## src/inc/pwm_sysclk_pkg.sv

```systemverilog
// Constants and types for the system clock PWM generator with sync
// What this block does
// - Run bit 2 of the control register starts and stops the period counter.
// - Divider select 00,01,10,11 divides the counter tick by 1,4,8,16.
// - Control register bits 7 to 3 always read back as zero.
// - Generated clock sets frequency and caps drive duty at the duty limit.
// - Stand-alone: clock runs at programmed period and duty, never retuned.
// - Sync master also drives its system clock onto the sync pin.
// - Sync slave ORs master clock with own wrap to load duty and phase.
// - Slave clock start lags master clock by phase times tick period.
// - Period is limit plus one, times oscillator period times divider.
// - At match, next tick clears counter and copies duty buffer to active.
// - High time equals duty value times oscillator period times divider.
// - Duty buffer writes take effect only after the next counter match or, as slave, master edge.
// - In sleep counting stops, state and output level hold, then resume.
// - Reset loads counter 00h and limit FFh; both are read/write.
// - Prescaler clears on counter write, control write and reset.
// - Every counter match sets the period match flag; software clears it.
`default_nettype none

package pwm_sysclk_pkg;

  // Register bus request as seen by the slave port
  typedef struct packed {
    logic [2:0] addr;
    logic [7:0] wdata;
    logic wr;
    logic rd;
  } reg_req_t;

  // Register offsets
  localparam logic [2:0] ADDR_CTRL = 3'h0;
  localparam logic [2:0] ADDR_LIMIT = 3'h1;
  localparam logic [2:0] ADDR_DUTY_BUF = 3'h2;
  localparam logic [2:0] ADDR_PHASE_BUF = 3'h3;
  localparam logic [2:0] ADDR_COUNTER = 3'h4;
  localparam logic [2:0] ADDR_MODE = 3'h5;
  localparam logic [2:0] ADDR_STATUS = 3'h6;
  localparam logic [2:0] ADDR_DUTY_ACT = 3'h7;

  // Field positions
  localparam int RUN_BIT = 2;
  localparam int FLAG_BIT = 0;

  // Values after reset
  localparam logic [2:0] CTRL_RST = 3'h0;
  localparam logic [7:0] LIMIT_RST = 8'hFF;
  localparam logic [7:0] COUNTER_RST = 8'h00;
  localparam logic [7:0] DUTY_RST = 8'h00;
  localparam logic [7:0] PHASE_RST = 8'h00;
  localparam logic [3:0] PRESC_RST = 4'h0;

  // Prescaler terminal counts for divide by 1, 4, 8 and 16
  localparam logic [3:0] DIV1_MAX = 4'h0;
  localparam logic [3:0] DIV4_MAX = 4'h3;
  localparam logic [3:0] DIV8_MAX = 4'h7;
  localparam logic [3:0] DIV16_MAX = 4'hF;

  // Synchronisation role; code 3 behaves as stand-alone
  typedef enum logic [1:0] {
    MODE_ALONE = 2'h0,
    MODE_MASTER = 2'h1,
    MODE_SLAVE = 2'h2
  } sync_mode_t;

  // Slave phase delay sequencer
  typedef enum logic [1:0] {
    PH_IDLE = 2'b01,
    PH_WAIT = 2'b10
  } phase_state_t;

endpackage

`default_nettype wire

```

## src/logic/pwm_sysclk.sv

```systemverilog
// System clock PWM generator with period timer, prescaler and sync pin
`default_nettype none

module pwm_sysclk (
  input wire logic clock,
  input wire logic nrst,
  input wire pwm_sysclk_pkg::reg_req_t req,
  output logic [7:0] rdata,
  input wire logic sleep_mode,
  input wire logic sync_clock_pin_i,
  output logic sync_clock_pin_o,
  output logic sync_clock_pin_oe,
  output logic clock_out_pin,
  output logic period_match_flag
);

  ////////////////////////////////////////////////////////////////////////////
  // Registers and state

  logic [2:0] ctrl_r;
  logic [7:0] limit_r;
  logic [7:0] duty_buf_r;
  logic [7:0] phase_buf_r;
  logic [7:0] counter_r;
  logic [7:0] counter_nxt;
  logic [1:0] mode_r;
  logic [7:0] duty_act_r;
  logic [7:0] duty_act_nxt;
  logic [7:0] phase_act_r;
  logic [7:0] phase_wait_r;
  logic [7:0] phase_wait_nxt;
  logic [3:0] presc_r;
  logic [3:0] presc_nxt;
  logic flag_r;
  logic out_r;
  logic out_nxt;
  logic [7:0] rdata_r;
  logic sync_meta_r;
  logic sync_sync_r;
  logic sync_prev_r;
  pwm_sysclk_pkg::phase_state_t ph_state_r;
  pwm_sysclk_pkg::phase_state_t ph_state_nxt;

  ////////////////////////////////////////////////////////////////////////////
  // Address decode

  wire wr_ctrl = req.wr && (req.addr == pwm_sysclk_pkg::ADDR_CTRL);
  wire wr_limit = req.wr && (req.addr == pwm_sysclk_pkg::ADDR_LIMIT);
  wire wr_duty = req.wr && (req.addr == pwm_sysclk_pkg::ADDR_DUTY_BUF);
  wire wr_phase = req.wr && (req.addr == pwm_sysclk_pkg::ADDR_PHASE_BUF);
  wire wr_counter = req.wr && (req.addr == pwm_sysclk_pkg::ADDR_COUNTER);
  wire wr_mode = req.wr && (req.addr == pwm_sysclk_pkg::ADDR_MODE);
  wire wr_status = req.wr && (req.addr == pwm_sysclk_pkg::ADDR_STATUS);
  wire flag_clear = wr_status && req.wdata[pwm_sysclk_pkg::FLAG_BIT];

  ////////////////////////////////////////////////////////////////////////////
  // Mode and tick generation

  wire run = ctrl_r[pwm_sysclk_pkg::RUN_BIT];
  wire [1:0] div_sel = ctrl_r[1:0];
  wire is_master = (mode_r == pwm_sysclk_pkg::MODE_MASTER);
  wire is_slave = (mode_r == pwm_sysclk_pkg::MODE_SLAVE);
  // Counting is frozen in sleep so the timer state holds; the sync pin synchroniser keeps sampling
  wire active = run && !sleep_mode;

  wire [3:0] presc_max =
    (div_sel == 2'h0) ? pwm_sysclk_pkg::DIV1_MAX :
    (div_sel == 2'h1) ? pwm_sysclk_pkg::DIV4_MAX :
    (div_sel == 2'h2) ? pwm_sysclk_pkg::DIV8_MAX :
    pwm_sysclk_pkg::DIV16_MAX;

  wire tick = active && (presc_r == presc_max);

  assign presc_nxt =
    (wr_ctrl || wr_counter) ? pwm_sysclk_pkg::PRESC_RST :
    !active ? presc_r :
    tick ? pwm_sysclk_pkg::PRESC_RST :
    4'(presc_r + 4'h1);

  ////////////////////////////////////////////////////////////////////////////
  // Master clock edge from the sync pin

  // Rising edge of the synchronised pin; ignored in sleep to hold state
  wire master_edge = is_slave && !sleep_mode && sync_sync_r && !sync_prev_r;

  // Two-stage synchroniser, the edge detector reads only the second stage
  // Reset high like the pulled-up idle pin, so no false edge follows reset
  always_ff @(posedge clock or negedge nrst) begin
    if (!nrst) begin
      sync_meta_r <= 1'b1;
      sync_sync_r <= 1'b1;
      sync_prev_r <= 1'b1;
    end else begin
      sync_meta_r <= sync_clock_pin_i;
      sync_sync_r <= sync_meta_r;
      sync_prev_r <= sync_sync_r;
    end
  end

  ////////////////////////////////////////////////////////////////////////////
  // Period match, buffer loads and restart

  wire match = (counter_r == limit_r);
  // wrap after limit plus one ticks
  wire own_wrap = tick && match;
  // master edge ORed with own wrap
  wire load_evt = own_wrap || master_edge;
  // A zero phase restarts on the edge itself; otherwise the wait counts down
  wire phase_zero_start = master_edge && (phase_buf_r == 8'h00);
  wire phase_done = (ph_state_r == pwm_sysclk_pkg::PH_WAIT) && tick &&
                    (phase_wait_r == 8'h00);
  wire restart = own_wrap || phase_done || phase_zero_start;

  assign duty_act_nxt = load_evt ? duty_buf_r : duty_act_r;

  assign counter_nxt =
    wr_counter ? req.wdata :
    restart ? pwm_sysclk_pkg::COUNTER_RST :
    tick ? 8'(counter_r + 8'h01) :
    counter_r;

  // Phase sequencer: arm on master edge, count down on ticks
  always_comb begin
    ph_state_nxt = ph_state_r;
    phase_wait_nxt = phase_wait_r;
    unique case (ph_state_r)
      pwm_sysclk_pkg::PH_IDLE: begin
        if (master_edge && !phase_zero_start) begin
          ph_state_nxt = pwm_sysclk_pkg::PH_WAIT;
          phase_wait_nxt = 8'(phase_buf_r - 8'h01);
        end
      end
      pwm_sysclk_pkg::PH_WAIT: begin
        if (!is_slave || phase_done || phase_zero_start) begin
          ph_state_nxt = pwm_sysclk_pkg::PH_IDLE;
        end else if (master_edge) begin
          phase_wait_nxt = 8'(phase_buf_r - 8'h01);
        end else if (tick) begin
          phase_wait_nxt = 8'(phase_wait_r - 8'h01);
        end
      end
      default: begin
        ph_state_nxt = pwm_sysclk_pkg::PH_IDLE;
      end
    endcase
  end

  ////////////////////////////////////////////////////////////////////////////
  // System clock set/reset latch

  // clear as the counter steps onto the duty value
  // High therefore covers counts 0 to duty-1, exactly duty ticks
  wire duty_hit = tick && (8'(counter_r + 8'h01) == duty_act_r);

  // set on restart, reset at duty
  // A zero duty keeps the output low, a duty above the limit keeps it high
  assign out_nxt =
    restart ? (duty_act_nxt != 8'h00) :
    duty_hit ? 1'b0 :
    out_r;

  ////////////////////////////////////////////////////////////////////////////
  // Software registers

  // reset values of control, limit, duty and phase buffers and mode
  always_ff @(posedge clock or negedge nrst) begin
    if (!nrst) begin
      ctrl_r <= pwm_sysclk_pkg::CTRL_RST;
      limit_r <= pwm_sysclk_pkg::LIMIT_RST;
      duty_buf_r <= pwm_sysclk_pkg::DUTY_RST;
      phase_buf_r <= pwm_sysclk_pkg::PHASE_RST;
      mode_r <= pwm_sysclk_pkg::MODE_ALONE;
    end else begin
      if (wr_ctrl) ctrl_r <= req.wdata[2:0];
      if (wr_limit) limit_r <= req.wdata;
      if (wr_duty) duty_buf_r <= req.wdata;
      if (wr_phase) phase_buf_r <= req.wdata;
      if (wr_mode) mode_r <= req.wdata[1:0];
    end
  end

  ////////////////////////////////////////////////////////////////////////////
  // Timer core

  // Core state; all next values already hold in sleep
  always_ff @(posedge clock or negedge nrst) begin
    if (!nrst) begin
      counter_r <= pwm_sysclk_pkg::COUNTER_RST;
      presc_r <= pwm_sysclk_pkg::PRESC_RST;
      duty_act_r <= pwm_sysclk_pkg::DUTY_RST;
      phase_act_r <= pwm_sysclk_pkg::PHASE_RST;
      phase_wait_r <= pwm_sysclk_pkg::PHASE_RST;
      ph_state_r <= pwm_sysclk_pkg::PH_IDLE;
      out_r <= 1'b0;
    end else begin
      counter_r <= counter_nxt;
      presc_r <= presc_nxt;
      duty_act_r <= duty_act_nxt;
      if (load_evt) phase_act_r <= phase_buf_r;
      phase_wait_r <= phase_wait_nxt;
      ph_state_r <= ph_state_nxt;
      out_r <= out_nxt;
    end
  end

  always_ff @(posedge clock or negedge nrst) begin
    if (!nrst) begin
      flag_r <= 1'b0;
    end else begin
      flag_r <= own_wrap || (flag_r && !flag_clear);
    end
  end

  ////////////////////////////////////////////////////////////////////////////
  // Read back

  wire [7:0] rd_mux =
    (req.addr == pwm_sysclk_pkg::ADDR_CTRL) ? {5'h00, ctrl_r} :
    (req.addr == pwm_sysclk_pkg::ADDR_LIMIT) ? limit_r :
    (req.addr == pwm_sysclk_pkg::ADDR_DUTY_BUF) ? duty_buf_r :
    (req.addr == pwm_sysclk_pkg::ADDR_PHASE_BUF) ? phase_buf_r :
    (req.addr == pwm_sysclk_pkg::ADDR_COUNTER) ? counter_r :
    (req.addr == pwm_sysclk_pkg::ADDR_MODE) ? {6'h00, mode_r} :
    (req.addr == pwm_sysclk_pkg::ADDR_STATUS) ? {7'h00, flag_r} :
    duty_act_r;

  // Read data stands only in the cycle after the strobe
  always_ff @(posedge clock or negedge nrst) begin
    if (!nrst) begin
      rdata_r <= 8'h00;
    end else begin
      rdata_r <= req.rd ? rd_mux : 8'h00;
    end
  end

  ////////////////////////////////////////////////////////////////////////////
  // Outputs

  // stand-alone output straight from the latch
  assign clock_out_pin = out_r;
  assign sync_clock_pin_o = out_r;
  assign sync_clock_pin_oe = is_master;
  assign period_match_flag = flag_r;
  assign rdata = rdata_r;

  ////////////////////////////////////////////////////////////////////////////
  // Assertions

  property p_ctrl_read_zero;
    @(posedge clock) disable iff (!nrst)
    (req.rd && req.addr == pwm_sysclk_pkg::ADDR_CTRL) |=> (rdata[7:3] == 5'h00)
      && (rdata[2:0] == $past(ctrl_r));
  endproperty
  a_ctrl_read_zero: assert property (p_ctrl_read_zero)
    else $error("control readback upper bits not zero");

  property p_wrap_load;
    @(posedge clock) disable iff (!nrst)
    (own_wrap && !wr_counter) |=> (counter_r == 8'h00) &&
      (duty_act_r == $past(duty_buf_r)) && period_match_flag;
  endproperty
  a_wrap_load: assert property (p_wrap_load)
    else $error("match did not clear counter or load duty");

  property p_stop_holds;
    @(posedge clock) disable iff (!nrst)
    (!run && !wr_counter && !is_slave) |=> $stable(counter_r);
  endproperty
  a_stop_holds: assert property (p_stop_holds)
    else $error("counter moved while stopped");

  property p_duty_only_on_load;
    @(posedge clock) disable iff (!nrst)
    !load_evt |=> $stable(duty_act_r);
  endproperty
  a_duty_only_on_load: assert property (p_duty_only_on_load)
    else $error("active duty changed mid period");

  property p_master_pin;
    @(posedge clock) disable iff (!nrst)
    is_master |-> sync_clock_pin_oe && (sync_clock_pin_o == clock_out_pin);
  endproperty
  a_master_pin: assert property (p_master_pin)
    else $error("master does not drive sync pin");

  property p_sleep_holds;
    @(posedge clock) disable iff (!nrst)
    (sleep_mode && !req.wr) |=> $stable(counter_r) && $stable(clock_out_pin)
      && $stable(presc_r);
  endproperty
  a_sleep_holds: assert property (p_sleep_holds)
    else $error("state changed in sleep");

  property p_presc_clear;
    @(posedge clock) disable iff (!nrst)
    (wr_ctrl || wr_counter) |=> (presc_r == 4'h0);
  endproperty
  a_presc_clear: assert property (p_presc_clear)
    else $error("prescaler not cleared by write");

  property p_div_four;
    @(posedge clock) disable iff (!nrst)
    (tick && div_sel == 2'h1 && run && !sleep_mode && !req.wr) ##1
      (active && !req.wr) [*4] |-> tick;
  endproperty
  a_div_four: assert property (p_div_four)
    else $error("divide by four tick spacing wrong");

  property p_restart_high;
    @(posedge clock) disable iff (!nrst)
    (restart && duty_act_nxt != 8'h00) |=> clock_out_pin;
  endproperty
  a_restart_high: assert property (p_restart_high)
    else $error("clock not set at restart");

  property p_duty_low;
    @(posedge clock) disable iff (!nrst)
    (duty_hit && !restart) |=> !clock_out_pin;
  endproperty
  a_duty_low: assert property (p_duty_low)
    else $error("clock not reset at duty value");

  property p_flag_set_wins;
    @(posedge clock) disable iff (!nrst)
    (own_wrap && flag_clear) |=> period_match_flag;
  endproperty
  a_flag_set_wins: assert property (p_flag_set_wins)
    else $error("match flag lost against clear");

  c_wrap: cover property (@(posedge clock) disable iff (!nrst) own_wrap);
  c_slave_edge: cover property (@(posedge clock) disable iff (!nrst)
    master_edge && !phase_zero_start);
  c_phase_done: cover property (@(posedge clock) disable iff (!nrst)
    phase_done);
  c_sleep_high: cover property (@(posedge clock) disable iff (!nrst)
    sleep_mode && clock_out_pin);

endmodule

`default_nettype wire

```

## config.mk

```make
export PLATFORM = sky130hd
export DESIGN_NAME = pwm_sysclk
export DESIGN_NICKNAME = d
export VERILOG_FILES = /design/src/inc/pwm_sysclk_pkg.sv /design/src/logic/pwm_sysclk.sv
export SDC_FILE = /design/constraint.sdc
export NUM_CORES = 1
export LEC_CHECK = 0
export BUFFER_PORTS_ARGS = -buffer_cell sky130_fd_sc_hd__buf_2
export CAP_MARGIN = 25
export CORE_ASPECT_RATIO = 1.25
export CORE_UTILIZATION = 50
export CTS_BUF_LIST = sky130_fd_sc_hd__clkbuf_16
export DETAILED_ROUTE_END_ITERATION = 10
export PLACE_DENSITY = 0.79
export SYNTH_ARGS = -nofsm -noshare
export SYNTH_HDL_FRONTEND = slang
export SYNTH_SLANG_ARGS = --single-unit
```

## constraint.sdc

```tcl
create_clock -name clock -period 4.6 [get_ports clock]
set_input_delay 0.23 -clock clock [delete_from_list [all_inputs] [get_ports clock]]
set_output_delay 0.23 -clock clock [all_outputs]
set_load 0.02 [all_outputs]
```

==> results of run 1 <==
worst max path at each step:
stage / startpoint / slack, ns / to
2_1_floorplan: presc_r[1] / 2.81 / clock_out_pin
3_3_place_gp: ctrl_r[2] / 2.55 / clock_out_pin
3_5_place_dp: presc_r[1] / 2.49 / clock_out_pin
4_1_cts: sync_sync_r / 2.43 / phase_wait_r[1]
5_1_grt: sync_sync_r / 2.27 / phase_wait_r[1]
6_report: sync_sync_r / 2.37 / phase_wait_r[1]
metrics by stage:
step | total power, mW | area [µm²] | worst slack (ns)
after floorplan | 1.46 | 4170 | 2.81
after global placement | 1.61 | 4330 | 2.55
after detailed placement | 1.64 | 4330 | 2.49
after CTS | 2.43 | 4660 | 2.43
after global routing | 2.54 | 4660 | 2.27
final | 2.43 | 4660 | 2.37
state kept, by name, summed over array words and instances (netlist names), 3 cells and up:
name,flops
phase_buf_r,8
duty_act_r,8
presc_r,4
rdata,8
limit_r,8
phase_wait_r,8
ctrl_r,3
duty_buf_r,8
counter_r,8
logic make-up (layout without fill, tap and decap cells):
| kind of cell | count (synthesis) | count (layout) |
|---|---|---|
| mux | 50 | 50 |
| simple gates | 139 | 139 |
| compound gates | 82 | 82 |
| fa+ha+maj | 6 | 6 |
| flops | 72 | 72 |
| xor+xnor | 35 | 35 |
| buf+inv | 30 | 53 |
placed cells by master (no fill, tap or decap), drive strengths merged, types with 4 or more instances in the layout:
cell    synthesis  final
nand4           5      5
ha              6      6
nand2          39     39
nor4            8      8
clkbuf          4      9
nor2           36     36
a31oi           5      5
a211oi         11     11
xnor2          24     24
nor3b           8      8
xor2           11     11
mux2i           8      8
a221oi          5      5
nor2b           5      5
inv             8      9
nand3           6      6
o21ai          28     28
and3            4      4
dfstp          12     12
mux2           41     41
dfrtp          60     60
buf            18     29
a21oi          19     19
nor3            9      9
power by group through the flow:
stage | Combinational [mW] | Sequential [mW] | Clock (mW)
finish | 0.625 | 1.03 | 0.785
global route | 0.679 | 1.04 | 0.820
CTS | 0.624 | 1.02 | 0.790
detailed placement | 0.614 | 1.03 | 0
global placement | 0.594 | 1.02 | 0
floorplan | 0.521 | 0.938 | 0
final cells by class:
| class | instances | area [µm²] |
|---|---|---|
| clock buffers | 9 | 225 |
| inverters | 8 | 30.0 |
| repair buffers | 29 | 148 |
| multi-input cells | 312 | 2210 |
| well taps | 95 | 119 |
| flip-flops and latches | 72 | 1820 |
| fillers | 648 | 3260 |
| clock inverters | 7 | 111 |
layer usage:
metal / vias up / global-route usage [%]
met4: 0 / 10.9
met5: - / 0
met2: 105 / 40.5
met3: 27 / 3.73
li1: 1523 / -
met1: 1628 / 29.6
synthesized netlist by cell type (all sizes together) (6+ instances only):
cell type	number	area, µm²
inv	8	30.0
xnor2	24	210
nor4	8	56.3
a21oi	19	95.1
buf	18	95.1
nand3	6	30.0
nand2	39	146
ha	6	75.1
xor2	11	96.3
nor3b	8	60.1
mux2i	8	80.1
dfstp	12	315
mux2	41	465
nor2	36	143
dfrtp	60	1500
nor3	9	50.1
a211oi	11	87.6
o21ai	28	140
==> results.sh, run 1 <==
export IMPL_status="finished, final reports clean"
export IMPL_io_buffers=28
export IMPL_syn_cell_area_um2=4170
export IMPL_slew_viol_final=0
export IMPL_synth_xor_area_share_pct=7.35
export IMPL_dieHeight_um=104
export IMPL_drive_above_1_share_pct=25.2
export IMPL_grt_ovfl_total=0
export IMPL_crit_chain="nor3b_1, nand2_1, nand2_1, mux2_2, o21ai_1"
export IMPL_synthesis_nets=437
export IMPL_wl_per_cell_um=18.7
export IMPL_routed_via_density=6.17
export IMPL_core_area_um2=7930
export IMPL_synth_compound_area_share_pct=12.9
export IMPL_p_sw_share_pct=32.5
export IMPL_rsz0062_at_grt="no"
export IMPL_postSynthCellCount=414
export IMPL_worstSetupPathDepth=5
export IMPL_drtIter0Drc=233
export IMPL_area_growth_pct=11.8
export IMPL_critPathKind="reg -> reg"
export IMPL_wl_met3_um=380
export IMPL_clkTransAtPathRegs_ns=0.06
export IMPL_cp_max_fo=20
export IMPL_dp_cells=516
export IMPL_peakVddDrop_uv=302
export IMPL_synth_seq_area_share_pct=43.6
export IMPL_synthMuxAreaShare_pct=13.6
export IMPL_antenna_found_initial=0
export IMPL_min_path_cells=1
export IMPL_drcViolationCount=0
export IMPL_cts_made_buffers=9
export IMPL_synth_simple_area_share_pct=17.5
export IMPL_final_util_pct=58.8
export IMPL_report_final_hold_viol_count=0
export IMPL_finalWorstPathRequiredPeriod_ns=2.23
export IMPL_cts_path_max_buffers=2
export IMPL_crit_top_cell="nand2_1"
export IMPL_synth_seq_cells=72
export IMPL_timing_rr_end="phase_wait_r[1]"
export IMPL_max_freq_mhz=449
export IMPL_postCtsSetupRepairBufs=0
export IMPL_yosys_area_share_adder_pct=1.80
export IMPL_reg2reg_slack_ns=2.37
export IMPL_worst_setup_path_end_kind="flip-flop"
export IMPL_grt_pass1_wl_mm=16.2
export IMPL_die_w_um=83.7
export IMPL_ios=29
export IMPL_drtAntennaViolNets=0
export IMPL_instances_no_fill=532
export IMPL_synth_edf_count=0
export IMPL_rr_worst_depth=5
export IMPL_syn_area_per_cell_um2=10.1
export IMPL_yosys_warnings=0
export IMPL_fin_nets=455
export IMPL_hpwl_mm=7.12
export IMPL_critPathTopFamily="simple AND/OR/NAND/NOR gates"
export IMPL_fin_setup_tns_ns=0
export IMPL_grt_max_degree=73
export IMPL_place_gp_congestion=0.915
export IMPL_topRoutingLayerUsed="met4"
export IMPL_tritoncts="yes"
export IMPL_cts_resized=0
export IMPL_fin_skew_ns=0.00738
export IMPL_cpMaxStageDelayCell="dfstp_2"
export IMPL_cp_start_kind="flip-flop"
export IMPL_clock_sinks=72
export IMPL_async_flop_share_pct=100
export IMPL_synth_distinct_cells=57
export IMPL_cp_data_arrival_time_ns=2.48
export IMPL_dr_wl_met2_mm=5.16
export IMPL_rows=36
export IMPL_p_int_mw=1.64
export IMPL_min_from="sync_clock_pin_i"
export IMPL_vias=3283
export IMPL_p_comb_share_pct=25.7
export IMPL_wl_mm=9.96
export IMPL_diodes=0
export IMPL_ys_flop_type="dfrtp_1"
export IMPL_hold_buffers=0
export IMPL_grt_pass1_vias=3218
export IMPL_htreeDepth=3
export IMPL_power_switching_mw=0.791
export IMPL_min_to="sync_meta_r"
export IMPL_clock_latency_ns=0.33
export IMPL_tightest_slew_ns=0.904
export IMPL_slew_limit_headroom_pct=39.7
export IMPL_holdWs_ns=0.0107
export IMPL_setup_violations=0
export IMPL_cts_root_buf="clkbuf_16"
export IMPL_powerDensity_nw_per_um2=522
export IMPL_p_seq_share_pct=42.1
export IMPL_crit_required_ns=4.85
export IMPL_wl_met1_mm=4.10
export IMPL_hold_class="in -> reg"
export IMPL_die_area_um2=8710
export IMPL_initial_core_util_pct=52.6
export IMPL_max_cap_viol_count=0
export IMPL_crit_buf_inv=0
export IMPL_firstDrtPassIters=5
export IMPL_fin_crit_sh_pct=48.4
export IMPL_reg2reg_from="sync_sync_r"
export IMPL_critPathMaxStageDelay_ns=0.53
export IMPL_synth_top_family_by_area="simple AND/OR/NAND/NOR gates"
export IMPL_power_frac_clock_pct=32.2
export IMPL_leakagePower_nw=1.98
export IMPL_grt_usage_pct=23.8
No activity file was read; power rests on OpenSTA's default activity.
==> inputs of run 2 (changes only) <==
Clock period 4.6 ns to 2.1 ns, I/O delays scaled along.
==> results.sh, run 2 (synthesis gave the netlist of run 1 again) <==
export IMPL_routed_via_density=6.16
export IMPL_grt_max_degree=73
export IMPL_final_common_cell="dfrtp_1"
export IMPL_cp_start_kind="flip-flop"
export IMPL_die_w_um=83.7
export IMPL_slew_viol_final=0
export IMPL_grt_pass1_wl_mm=17.2
export IMPL_gr_usage_met1_pct=30.0
export IMPL_clock_sinks=72
export IMPL_use_met2_pct=42.2
export IMPL_antenna_found_initial=0
export IMPL_io_buffers=28
export IMPL_crit_required_ns=2.31
export IMPL_setup_violations=0
export IMPL_fin_skew_ns=0.00590
export IMPL_drive_above_1_share_pct=29.3
export IMPL_hpwl_mm=7.57
export IMPL_critPathKind="reg -> reg"
export IMPL_slew_limit_headroom_pct=66.5
export IMPL_vias=3424
export IMPL_finalWorstPathRequiredPeriod_ns=1.96
export IMPL_grt_met3_usage_pct=5.08
export IMPL_leakagePower_nw=2.07
export IMPL_max_freq_mhz=510
export IMPL_drcViolationCount=0
export IMPL_layout_common_cells="60 x dfrtp_1, 40 x mux2_2, 39 x nand2_1, 33 x nor2_1, 28 x buf_2"
export IMPL_hold_class="in -> reg"
export IMPL_rsz0062_at_grt="no"
export IMPL_fill_cells=638
export IMPL_powerDensity_nw_per_um2=1070
export IMPL_instances_no_fill=556
export IMPL_max_cap_viol_count=0
export IMPL_grt_pass1_vias=3397
export IMPL_wl_per_cell_um=18.5
export IMPL_busiest_layer="met2"
export IMPL_power_frac_clock_pct=27.2
export IMPL_fin_crit_sh_pct=93.4
export IMPL_p_sw_share_pct=34.9
export IMPL_place_gp_congestion=0.889
export IMPL_clkTransAtPathRegs_ns=0.06
export IMPL_core_area_um2=7930
export IMPL_cp_data_arrival_time_ns=2.17
export IMPL_report_final_hold_viol_count=0
export IMPL_firstDrtPassIters=5
export IMPL_fin_nets=479
export IMPL_dp_cells=538
export IMPL_cts_root_buf="clkbuf_16"
export IMPL_ios=29
export IMPL_total_power_mw=5.12
export IMPL_htreeDepth=3
export IMPL_worst_setup_path_end_kind="flip-flop"
export IMPL_crit_chain="and4_1, a211oi_2, nor2_2, a21boi_4, buf_4, mux2_2"
export IMPL_cpMaxStageDelayCell="dfrtp_1"
export IMPL_initial_core_util_pct=52.6
export IMPL_wl_mm=10.3
export IMPL_drtIter0Drc=190
export IMPL_cts_made_buffers=9
export IMPL_p_int_mw=3.34
export IMPL_power_switching_mw=1.79
export IMPL_min_from="req[0]"
export IMPL_cp_max_fo=7
export IMPL_die_area_um2=8710
export IMPL_tritoncts="yes"
export IMPL_grt_ovfl_total=0
export IMPL_peakVddDrop_uv=701
export IMPL_fin_setup_tns_ns=0
export IMPL_crit_start="presc_r[0]"
export IMPL_p_comb_share_pct=30.4
export IMPL_cts_path_max_buffers=2
export IMPL_p_seq_share_pct=42.5
export IMPL_clock_latency_ns=0.33
export IMPL_area_growth_pct=15.3
export IMPL_tightest_slew_ns=0.502
export IMPL_dieHeight_um=104
export IMPL_grt_usage_pct=25.1
export IMPL_drtAntennaViolNets=0
export IMPL_status="finished, final reports clean"
export IMPL_diodes=0
export IMPL_rows=36
export IMPL_critPathMaxStageDelay_ns=0.44
export IMPL_postCtsSetupRepairBufs=0
export IMPL_reg2reg_from="presc_r[0]"
==> run 2: cell types whose count changed in the layout (fill, tap and decap cells not counted), sizes merged <==
cell	previous run	this run
clkinv	2	4
buf	29	51
clkinvlp	1	2
bufinv	3	0
dlygate4sd3	0	2
==> run 2: area by class of cell <==
type,count,area (µm²),area share (%)
Inverter,8,30.0,0.624
Clock inverter,7,47.5,0.989
Clock buffer,9,225,4.68
Tap cell,95,119,2.47
Timing Repair Buffer,53,345,7.18
Multi-Input combinational cell,312,2230,46.3
Sequential cell,72,1820,37.8
==> run 2: worst paths after layout <==
| check | slack (ns) | cells after the start | to |
|---|---|---|---|
| setup / recovery | 0.14 | 6 | duty_act_r[5] |
| hold / removal | 0.05 | 3 | rdata[0] |
| setup reg to reg | 0.14 | 6 | duty_act_r[5] |
| hold reg to reg | 0.36 | 0 | sync_prev_r |
| max in group asynchronous | 1.42 | 3 | limit_r[0] |
| min in group asynchronous | 0.35 | 3 | phase_buf_r[0] |
==> run 2: timing repair <==
item / CTS / global route
endpoints found under the setup margin: 0 / 10
endpoints found under the hold margin: 61 / 0
resized for setup: 0 / 2
hold buffers: 2 / 0
==> run 2: power groups by stage <==
stage               logic (mW)  clock network (mW)  registers, mW
detailed placement        1.53                   0           2.18
CTS                       1.55                1.41           2.16
floorplan                 1.14                   0           2.05
global placement          1.48                   0           2.16
finish                    1.56                1.39           2.18
global route              1.70                1.47           2.22
==> run 2: worst max-delay path: cells and delay by family (launching register included) <==
kind	cells	cell delay, ns
buf+inv	1	0.18
flops	1	0.44
mux	1	0.34
simple gates	2	0.32
compound gates	2	0.56
==> run 2: per-stage QoR <==
| stage | utilization (%) | cell area, µm² | hold slack (ns) | setup slack, ns |
|---|---|---|---|---|
| floorplan | - | 4170 | -0.191 | 0.313 |
| global placement | 56.8 | 4510 | 0.159 | 0.105 |
| detailed placement | 56.8 | 4510 | 0.167 | 0.111 |
| CTS | 60.5 | 4800 | 0.0443 | 0.0885 |
| global route | 60.7 | 4810 | 0.0796 | 0.0217 |
| finish | 60.7 | 4810 | 0.0501 | 0.140 |
==> run 2: layer usage <==
| metal | routed length [µm] | share of wire, % | vias up |
|---|---|---|---|
| met3 | 459 | 4.5 | 37 |
| met5 | 0 | 0 | - |
| met2 | 5270 | 51 | 140 |
| met4 | 448 | 4.3 | 0 |
| met1 | 4140 | 40 | 1675 |
| li1 | - | - | 1572 |
